### src/sbd_pkg.sv
package sbd_pkg;

  // ----------------------------------------------------------------
  // Register map
  // ----------------------------------------------------------------
  // Register indices as printed, byte address is four times the index
  localparam logic [15:0] SBD_MASK_IDX      = 16'h1C20;
  localparam logic [15:0] SBD_PEND_IDX      = 16'h1C21;
  localparam logic [17:0] SBD_MASK_ADDR     = {SBD_MASK_IDX, 2'b00};
  localparam logic [17:0] SBD_PEND_ADDR     = {SBD_PEND_IDX, 2'b00};
  localparam int          SBD_ADDR_W        = 18;

  // Mask register fields
  localparam int          SBD_MASK_BIT      = 0;
  localparam logic        SBD_MASK_RST      = 1'b1;

  // Pending register fields
  localparam int          SBD_B_RSN_LSB     = 10;
  localparam int          SBD_B_PORT_LSB    = 8;
  localparam int          SBD_B_PEND_BIT    = 7;
  localparam int          SBD_A_RSN_LSB     = 3;
  localparam int          SBD_A_PORT_LSB    = 1;
  localparam int          SBD_A_VAL_BIT     = 0;
  localparam logic [3:0]  SBD_RSN_RST       = 4'h0;
  localparam logic [1:0]  SBD_PORT_RST      = 2'h0;

  // ----------------------------------------------------------------
  // Drop reason codes
  // ----------------------------------------------------------------
  localparam logic [3:0]  SBD_RSN_BCAST_LIM = 4'h0;
  localparam logic [3:0]  SBD_RSN_RED       = 4'h1;
  localparam logic [3:0]  SBD_RSN_NO_BUF    = 4'h2;
  localparam logic [3:0]  SBD_RSN_NO_DESC   = 4'h3;
  localparam logic [3:0]  SBD_RSN_NO_DEST   = 4'h4;
  localparam logic [3:0]  SBD_RSN_RX_ERR    = 4'h5;
  localparam logic [3:0]  SBD_RSN_BUF_LIM   = 4'h6;
  localparam logic [3:0]  SBD_RSN_YELLOW    = 4'h9;

  // Drop cause vector positions, lowest index wins
  localparam int          SBD_CAUSE_N       = 8;
  localparam int          SBD_C_BCAST_LIM   = 0;
  localparam int          SBD_C_RED         = 1;
  localparam int          SBD_C_NO_BUF      = 2;
  localparam int          SBD_C_NO_DESC     = 3;
  localparam int          SBD_C_NO_DEST     = 4;
  localparam int          SBD_C_RX_ERR      = 5;
  localparam int          SBD_C_BUF_LIM     = 6;
  localparam int          SBD_C_YELLOW      = 7;

  // Receive errors count only on frames longer than this
  localparam logic [11:0] SBD_RX_ERR_MIN    = 12'h040;
  localparam int          SBD_LEN_W         = 12;

  // Largest legal port code
  localparam logic [1:0]  SBD_PORT_MAX      = 2'h2;

endpackage

### src/sbd_drop_capture.sv
// Implementation choice: the APB register port.
`timescale 1ns/1ns
// Overview of operation
// - Mask bit 0 set suppresses the interrupt; clearing it lets pending events through.
// - Mask bit resets to one, interrupts masked until software clears it.
// - Mask changes never touch captured status; capture continues while masked.
// - Two capture sets, A and B, hold two drop events: A the first, B the next while A is valid.
// - Code 0000: unknown/broadcast frame dropped over broadcast buffer limit.
// - Code 0001: red frame dropped while red discarding enabled.
// - Code 0010: frame dropped, no packet buffers free.
// - Code 0011: frame dropped, no memory descriptors free.
// - Code 0100: unknown/broadcast frame dropped, no valid destination port.
// - Code 0101: frame over 64 bytes with receive error dropped.
// - Code 0110: frame dropped over general buffer drop limit.
// - Code 1001: yellow discarding enabled and yellow frame randomly chosen.
// - Set B reason in bits 13:10 meaningful only while B pending.
// - Set B source port in bits 9:8 while B pending.
// - Bit 7 is set B pending flag validating bits 13:8.
// - Set A reason in bits 6:3 uses the same encoding.
// - Set A port in bits 2:1: 00,01,10 ports 0-2, 11 unused.
// - Bit 0 is set A valid flag validating bits 6:1.
module sbd_drop_capture
  import sbd_pkg::*;
#(
  parameter int ADDR_W = SBD_ADDR_W
) (
  input  wire logic                   pclk,
  input  wire logic                   presetn,
  input  wire logic                   psel,
  input  wire logic                   penable,
  input  wire logic                   pwrite,
  input  wire logic [ADDR_W-1:0]      paddr,
  input  wire logic [31:0]            pwdata,
  input  wire logic [3:0]             pstrb,
  output logic      [31:0]            prdata,
  output logic                        pready,
  output logic                        pslverr,
  input  wire logic                   drop_valid,
  input  wire logic [SBD_CAUSE_N-1:0] drop_cause,
  input  wire logic [1:0]             drop_port,
  input  wire logic [SBD_LEN_W-1:0]   drop_len,
  output logic                        drop_irq
);

  // ----------------------------------------------------------------
  // Parameter check
  // ----------------------------------------------------------------
  if (ADDR_W < SBD_ADDR_W) begin : g_addr_chk
    $error("ADDR_W too narrow for the register map");
  end

  // Encoder below serves exactly eight causes
  if (SBD_CAUSE_N != 8) begin : g_cause_chk
    $error("Drop cause vector must be eight wide");
  end

  // Length must tell a frame past the short-frame limit
  if (SBD_LEN_W < 7) begin : g_len_chk
    $error("Frame length too narrow for the receive error limit");
  end

  // Set B fields must sit above set A fields
  if (SBD_B_PEND_BIT <= SBD_A_RSN_LSB + 3) begin : g_field_chk
    $error("Capture set fields overlap");
  end

  // Set B reason must fit inside the data word
  if (SBD_B_RSN_LSB + 4 > 32) begin : g_word_chk
    $error("Pending register fields exceed the data word");
  end

  // Two registers need two addresses
  if (SBD_MASK_ADDR == SBD_PEND_ADDR) begin : g_map_chk
    $error("Mask and pending registers share an address");
  end

  // Mask bit must sit in the byte lane of pstrb[0]
  if (SBD_MASK_BIT > 7) begin : g_lane_chk
    $error("Mask bit outside the low byte lane");
  end

  // Unused port code must stay out of the legal range
  if (SBD_PORT_MAX == 2'h3) begin : g_port_chk
    $error("Largest port code must leave the unused code free");
  end

  // ----------------------------------------------------------------
  // Declarations
  // ----------------------------------------------------------------
  // Mask and interrupt state
  logic                   mask_q;
  logic                   mask_d;
  logic                   irq_q;
  logic                   irq_d;

  // Capture set A
  logic                   a_val_q;
  logic                   a_val_d;
  logic [3:0]             a_rsn_q;
  logic [3:0]             a_rsn_d;
  logic [1:0]             a_port_q;
  logic [1:0]             a_port_d;

  // Capture set B
  logic                   b_pend_q;
  logic                   b_pend_d;
  logic [3:0]             b_rsn_q;
  logic [3:0]             b_rsn_d;
  logic [1:0]             b_port_q;
  logic [1:0]             b_port_d;

  // Bus answer
  logic [31:0]            prdata_q;
  logic [31:0]            prdata_d;
  logic                   pready_q;
  logic                   pready_d;
  logic                   pslverr_q;
  logic                   pslverr_d;

  // Bus decode
  logic                   setup;
  logic                   access;
  logic                   wr_done;
  logic                   hit_mask;
  logic                   hit_pend;
  logic                   mapped;
  logic                   rd_clr;

  // Event path
  logic                   long_frame;
  logic [SBD_CAUSE_N-1:0] cause_hit;
  logic                   ev_ok;
  logic [3:0]             ev_rsn;

  // Register images
  logic [31:0]            pend_word;
  logic [31:0]            mask_word;

  // ----------------------------------------------------------------
  // Bus decode
  // ----------------------------------------------------------------
  // Setup phase, access phase and completed access phase
  assign setup    = psel & ~penable;
  assign access   = psel & penable;
  assign wr_done  = access & pready_q & pwrite;

  // Address match, anything else answers with an error
  assign hit_mask = (paddr == ADDR_W'(SBD_MASK_ADDR));
  assign hit_pend = (paddr == ADDR_W'(SBD_PEND_ADDR));
  assign mapped   = hit_mask | hit_pend;
  assign rd_clr   = setup & ~pwrite & hit_pend;

  // Pending register image, reserved bits zero
  always_comb begin
    pend_word = 32'h0000_0000;
    pend_word[SBD_B_RSN_LSB +: 4]  = b_rsn_q;
    pend_word[SBD_B_PORT_LSB +: 2] = b_port_q;
    pend_word[SBD_B_PEND_BIT]      = b_pend_q;
    pend_word[SBD_A_RSN_LSB +: 4]  = a_rsn_q;
    pend_word[SBD_A_PORT_LSB +: 2] = a_port_q;
    pend_word[SBD_A_VAL_BIT]       = a_val_q;
  end

  // Mask register image, reserved bits zero
  always_comb begin
    mask_word               = 32'h0000_0000;
    mask_word[SBD_MASK_BIT] = mask_q;
  end

  // ----------------------------------------------------------------
  // Cause qualification
  // ----------------------------------------------------------------
  // only long frames count as receive errors
  assign long_frame = (drop_len > SBD_RX_ERR_MIN);

  // One qualified flag per cause, a short errored frame is no cause
  for (genvar gi = 0; gi < SBD_CAUSE_N; gi++) begin : g_cause
    if (gi == SBD_C_RX_ERR) begin : g_rx
      assign cause_hit[gi] = drop_cause[gi] & long_frame;
    end else begin : g_plain
      assign cause_hit[gi] = drop_cause[gi];
    end
  end

  // ----------------------------------------------------------------
  // Drop reason encoder
  // ----------------------------------------------------------------
  // Lowest cause index wins when several are raised together
  always_comb begin
    ev_rsn = SBD_RSN_BCAST_LIM;
    ev_ok  = 1'b1;
    if (cause_hit[SBD_C_BCAST_LIM]) begin
      ev_rsn = SBD_RSN_BCAST_LIM;
    end else if (cause_hit[SBD_C_RED]) begin
      ev_rsn = SBD_RSN_RED;
    end else if (cause_hit[SBD_C_NO_BUF]) begin
      ev_rsn = SBD_RSN_NO_BUF;
    end else if (cause_hit[SBD_C_NO_DESC]) begin
      ev_rsn = SBD_RSN_NO_DESC;
    end else if (cause_hit[SBD_C_NO_DEST]) begin
      ev_rsn = SBD_RSN_NO_DEST;
    end else if (cause_hit[SBD_C_RX_ERR]) begin
      ev_rsn = SBD_RSN_RX_ERR;
    end else if (cause_hit[SBD_C_BUF_LIM]) begin
      ev_rsn = SBD_RSN_BUF_LIM;
    end else if (cause_hit[SBD_C_YELLOW]) begin
      ev_rsn = SBD_RSN_YELLOW;
    end else begin
      ev_ok  = 1'b0;
    end
    if (!drop_valid || (drop_port > SBD_PORT_MAX)) begin
      ev_ok = 1'b0;
    end
  end

  // ----------------------------------------------------------------
  // Capture sets
  // ----------------------------------------------------------------
  // Clear from a read comes first, so a same-cycle event is kept
  always_comb begin
    a_val_d  = a_val_q;
    a_rsn_d  = a_rsn_q;
    a_port_d = a_port_q;
    b_pend_d = b_pend_q;
    b_rsn_d  = b_rsn_q;
    b_port_d = b_port_q;
    if (rd_clr) begin
      a_val_d  = 1'b0;
      a_rsn_d  = SBD_RSN_RST;
      a_port_d = SBD_PORT_RST;
      b_pend_d = 1'b0;
      b_rsn_d  = SBD_RSN_RST;
      b_port_d = SBD_PORT_RST;
    end
    if (ev_ok) begin
      if (!a_val_d) begin
        a_val_d  = 1'b1;
        a_rsn_d  = ev_rsn;
        a_port_d = drop_port;
      end else if (!b_pend_d) begin
        b_pend_d = 1'b1;
        b_rsn_d  = ev_rsn;
        b_port_d = drop_port;
      end
    end
  end

  // Capture set registers
  always_ff @(posedge pclk or negedge presetn) begin
    if (!presetn) begin
      a_val_q  <= 1'b0;
      a_rsn_q  <= SBD_RSN_RST;
      a_port_q <= SBD_PORT_RST;
      b_pend_q <= 1'b0;
      b_rsn_q  <= SBD_RSN_RST;
      b_port_q <= SBD_PORT_RST;
    end else begin
      a_val_q  <= a_val_d;
      a_rsn_q  <= a_rsn_d;
      a_port_q <= a_port_d;
      b_pend_q <= b_pend_d;
      b_rsn_q  <= b_rsn_d;
      b_port_q <= b_port_d;
    end
  end

  // ----------------------------------------------------------------
  // Mask register and interrupt
  // ----------------------------------------------------------------
  // Mask write touches only the mask, never the capture sets
  always_comb begin
    mask_d = mask_q;
    if (wr_done && hit_mask && pstrb[0]) begin
      mask_d = pwdata[SBD_MASK_BIT];
    end
  end

  // Mask register
  always_ff @(posedge pclk or negedge presetn) begin
    if (!presetn) begin
      mask_q <= SBD_MASK_RST;
    end else begin
      mask_q <= mask_d;
    end
  end

  // ----------------------------------------------------------------
  // Interrupt
  // ----------------------------------------------------------------
  // Built from next values, so it moves at the capture or mask edge
  always_comb begin
    irq_d = (a_val_d | b_pend_d) & ~mask_d;
  end

  // Interrupt register
  always_ff @(posedge pclk or negedge presetn) begin
    if (!presetn) begin
      irq_q <= 1'b0;
    end else begin
      irq_q <= irq_d;
    end
  end

  // ----------------------------------------------------------------
  // APB answer
  // ----------------------------------------------------------------
  // Read data snapshot taken in setup, held until the next setup
  always_comb begin
    prdata_d = prdata_q;
    if (setup) begin
      prdata_d = 32'h0000_0000;
      if (!pwrite && hit_mask) begin
        prdata_d = mask_word;
      end else if (!pwrite && hit_pend) begin
        prdata_d = pend_word;
      end
    end
  end

  // Read data register
  always_ff @(posedge pclk or negedge presetn) begin
    if (!presetn) begin
      prdata_q <= 32'h0000_0000;
    end else begin
      prdata_q <= prdata_d;
    end
  end

  // Ready in the first access cycle, error only on unmapped addresses
  always_comb begin
    pready_d  = setup;
    pslverr_d = setup & ~mapped;
  end

  // Handshake registers
  always_ff @(posedge pclk or negedge presetn) begin
    if (!presetn) begin
      pready_q  <= 1'b0;
      pslverr_q <= 1'b0;
    end else begin
      pready_q  <= pready_d;
      pslverr_q <= pslverr_d;
    end
  end

  // ----------------------------------------------------------------
  // Outputs
  // ----------------------------------------------------------------
  // Outputs straight from flip-flops
  assign prdata   = prdata_q;
  assign pready   = pready_q;
  assign pslverr  = pslverr_q;
  assign drop_irq = irq_q;

endmodule

### config.mk
export PLATFORM = sky130hd
export DESIGN_NAME = sbd_drop_capture
export DESIGN_NICKNAME = d
export VERILOG_FILES = /design/src/sbd_pkg.sv /design/src/sbd_drop_capture.sv
export SDC_FILE = /design/constraint.sdc
export NUM_CORES = 1
export LEC_CHECK = 0
export BUFFER_PORTS_ARGS = -buffer_cell sky130_fd_sc_hd__buf_4
export CELL_PAD_IN_SITES_DETAIL_PLACEMENT = 0
export CELL_PAD_IN_SITES_GLOBAL_PLACEMENT = 1
export CORE_MARGIN = 2
export CORE_UTILIZATION = 27
export CTS_BUF_LIST = sky130_fd_sc_hd__clkbuf_4
export CTS_CLUSTER_DIAMETER = 200
export DETAILED_ROUTE_END_ITERATION = 7
export PLACE_DENSITY = 0.84
export RECOVER_POWER = 25
export REMOVE_ABC_BUFFERS = 1
export SLEW_MARGIN = 20
export SYNTH_ARGS = -nofsm -noshare
export SYNTH_HDL_FRONTEND = slang
export SYNTH_SLANG_ARGS = --single-unit
export TNS_END_PERCENT = 50
### constraint.sdc
create_clock -name pclk -period 1.1 [get_ports pclk]
set_input_delay 0.275 -clock pclk [delete_from_list [all_inputs] [get_ports pclk]]
set_output_delay 0.275 -clock pclk [all_outputs]
set_load 0.02 [all_outputs]
==> out/summary.txt <==
Worst EP required = 1370 ps
Setup WS post-layout = -503 ps
Detail Placement HPWL = 3100 um
I/O pin cnt = 117
Starting Density = 27.9%
Critical Path AT = 1880 ps
Synth top area share = 47.2%
Non-filler cells, final = 324
Pin count of the biggest net entering global routing = 33
Fillers = 561
Reg2reg start = a_val_q
Initial DRC count = 88
H-tree depth = 2
EDFF count, synth = 0
Avg Vias per Cell = 4.75
Most frequent cells in the layout = buf_4, buf_6, dfrtp_1
Busiest grt layer = met2
Synth unique cells = 45
Element type at the critical path end = flop
Final TNS setup = -9480 ps
Worst-path maximum fanout = 6
Hold Fails Final Rpt = 0
Slew Limit Fails = 0
Core ar. = 0.00589 mm^2
WL/cell = 14.8 um
Clk buf depth = 2
CP Launch Point = drop_len[3]
Ys flop type = dfrtp_1
Yosys warns = 0
Peak Freq = 0.624 GHz
GRT Overall Usage = 14.2%
Critical path endpoint = a_port_q[0]
Status = finished with violations
Total grt overflow = 0
Root Driver = clkbuf_4
DIE AREA = 0.00673 mm^2
Die Wd = 82.0 um
Period utilisation layout = 146%
Synth Cell Area = 0.00164 mm^2
Reg-to-Reg End = b_rsn_q[0]
Routing usage on met1 = 18.7%
VDD IR-drop max = 0.000367 V
Number of inserted diodes = 0
Core Rows = 28
Post-synthesis sequential area ratio = 48.8%
RSZ-0062 raised after global routing = true
MaxCap Viol Count = 0
Avg Inst Size Synth = 11.0 um^2
CTS buffer count = 5
Hold crit path type = primary input to flop
Flops & latches, synth = 32
Vias = 1540
Drt pass-1 iters = 4
Antenna viol nets, final = 0
Initial antenna violation count = 0
LEAKAGE = 1.34 nW
Syn Inst Count = 149
Failing checks = negative setup slack
Commonest non-fill, non-tap cell in the layout = buf_4
Port bufs = 64
Setup violations, final = 47
Layout cells sized above 1 = 53.0%
Synth top area cells = dfrtp_1, buf_4, a22o_1, mux2i_1, nand2_1
CP Launch Type = primary input
Die Ht = 82.0 um
Nets = 330
Final GP Congestion = 0.778
Clock transition at path regs = 90 ps
First-pass GRT wire length = 7280 um
Clk sink count = 32
R2R Setup Slk = -140 ps
Post-route core utilization = 46.2%
FF-to-FF path depth = 4
Area Overhead vs Synth = 65.5%
Pwr Density = 866 mW/mm^2
Synth async-reset ratio = 100%
Met3 usage = 2.75%
DRC = 0
Total wire length = 4790 um
Post-Place Cells = 308
Vias in the first global route = 1556
Min Tclk post-route = 1600 ps
Worst skew pair latency = 330 ps
Final Skew = 2.60 ps
Cell taking the most area after synthesis = dfrtp_1
Met2 global-route usage = 22.8%
Kind of critical path = primary input to flop
CTS tree = done
## registers in the layout (all words and copies together) (netlist names)
| register | count |
|---|---|
| prdata | 14 |
| pready | 1 |
| a_port_q | 2 |
| b_pend_q | 1 |
| mask_q | 1 |
| b_port_q | 2 |
| drop_irq | 1 |
| pslverr | 1 |
| b_rsn_q | 4 |
| a_rsn_q | 4 |
| a_val_q | 1 |
## worst max-delay path, cell delays in order
cell,delay [ps]
buf_6,90
or4_4,530
o311ai_4,260
nand3_2,130
buf_6,160
a31oi_4,250
a22o_1,180
## cells in the mapped netlist, types with 3 or more instances
cell,count
dfrtp_1,31
buf_4,18
nor3b_1,3
nand2_1,12
mux2i_1,6
nor2_1,5
clkbuf_1,4
a22o_1,15
inv_1,4
nand3_1,5
## worst min path at each step
stage | start | endpoint | slack (ps) | cells past startpoint
floorplan | presetn | a_port_q[0] | -20 | 0
global placement | presetn | prdata[0] | 220 | 1
detailed placement | presetn | pslverr | 230 | 1
CTS | pwrite | prdata[0] | 130 | 2
global route | pwrite | prdata[0] | 160 | 2
finish | pwrite | prdata[0] | 180 | 2
## routing by layer
| layer | wire (um) | part of all wire, % |
|---|---|---|
| met2 | 2510 | 52 |
| met4 | 80 | 1.7 |
| met1 | 1910 | 40 |
| met3 | 290 | 6.1 |
| met5 | 0 | 0 |
## cell type report
class	instances	area, um^2	area share (%)
multi-input combinational	107	895	32.9
timing repair buffer	98	860	31.6
sequential	32	802	29.5
tap	75	93.8	3.45
clock buffer	7	52.6	1.93
inverter	4	15.0	0.552
clock inverter	1	3.75	0.138
## cell families (layout without fill, tap and decap cells)
kind of cell,after synthesis,after routing,share of synthesized area [%]
flops,32,32,48.8
buf+inv,27,110,10.3
compound gates,36,36,19.7
mux,7,7,4.34
simple gates,46,46,16.6
other cells,1,18,0.228
## per-stage QoR
step	hold WS (ps)	cell area [um^2]	worst slack (ps)	power [W]
floorplan	-20.6	1550	-804	0.00138
global placement	224	2320	-922	0.00162
finish	176	2720	-503	0.00236
global route	160	2720	-539	0.00248
CTS	132	2590	-493	0.00234
detailed placement	229	2320	-920	0.00163
## power breakdown
| part | internal [W] | switching [W] | total [W] |
|---|---|---|---|
| clock network | 0.000295 | 0.000382 | 0.000676 |
| logic | 0.000232 | 0.000232 | 0.000464 |
| registers | 0.00120 | 0.0000125 | 0.00122 |
## timing repair
| action | 4_1_cts | 5_1_grt |
|---|---|---|
| resized for setup | 43 | 22 |
| hold endpoints to repair | 31 | 0 |
| hold buffers | 1 | 0 |
| cloned | 1 | 1 |
| setup buffers | 1 | 6 |
| endpoints found under the setup margin | 47 | 47 |
| pin swaps | 21 | 16 |
Power figures use the tool's default switching activity.
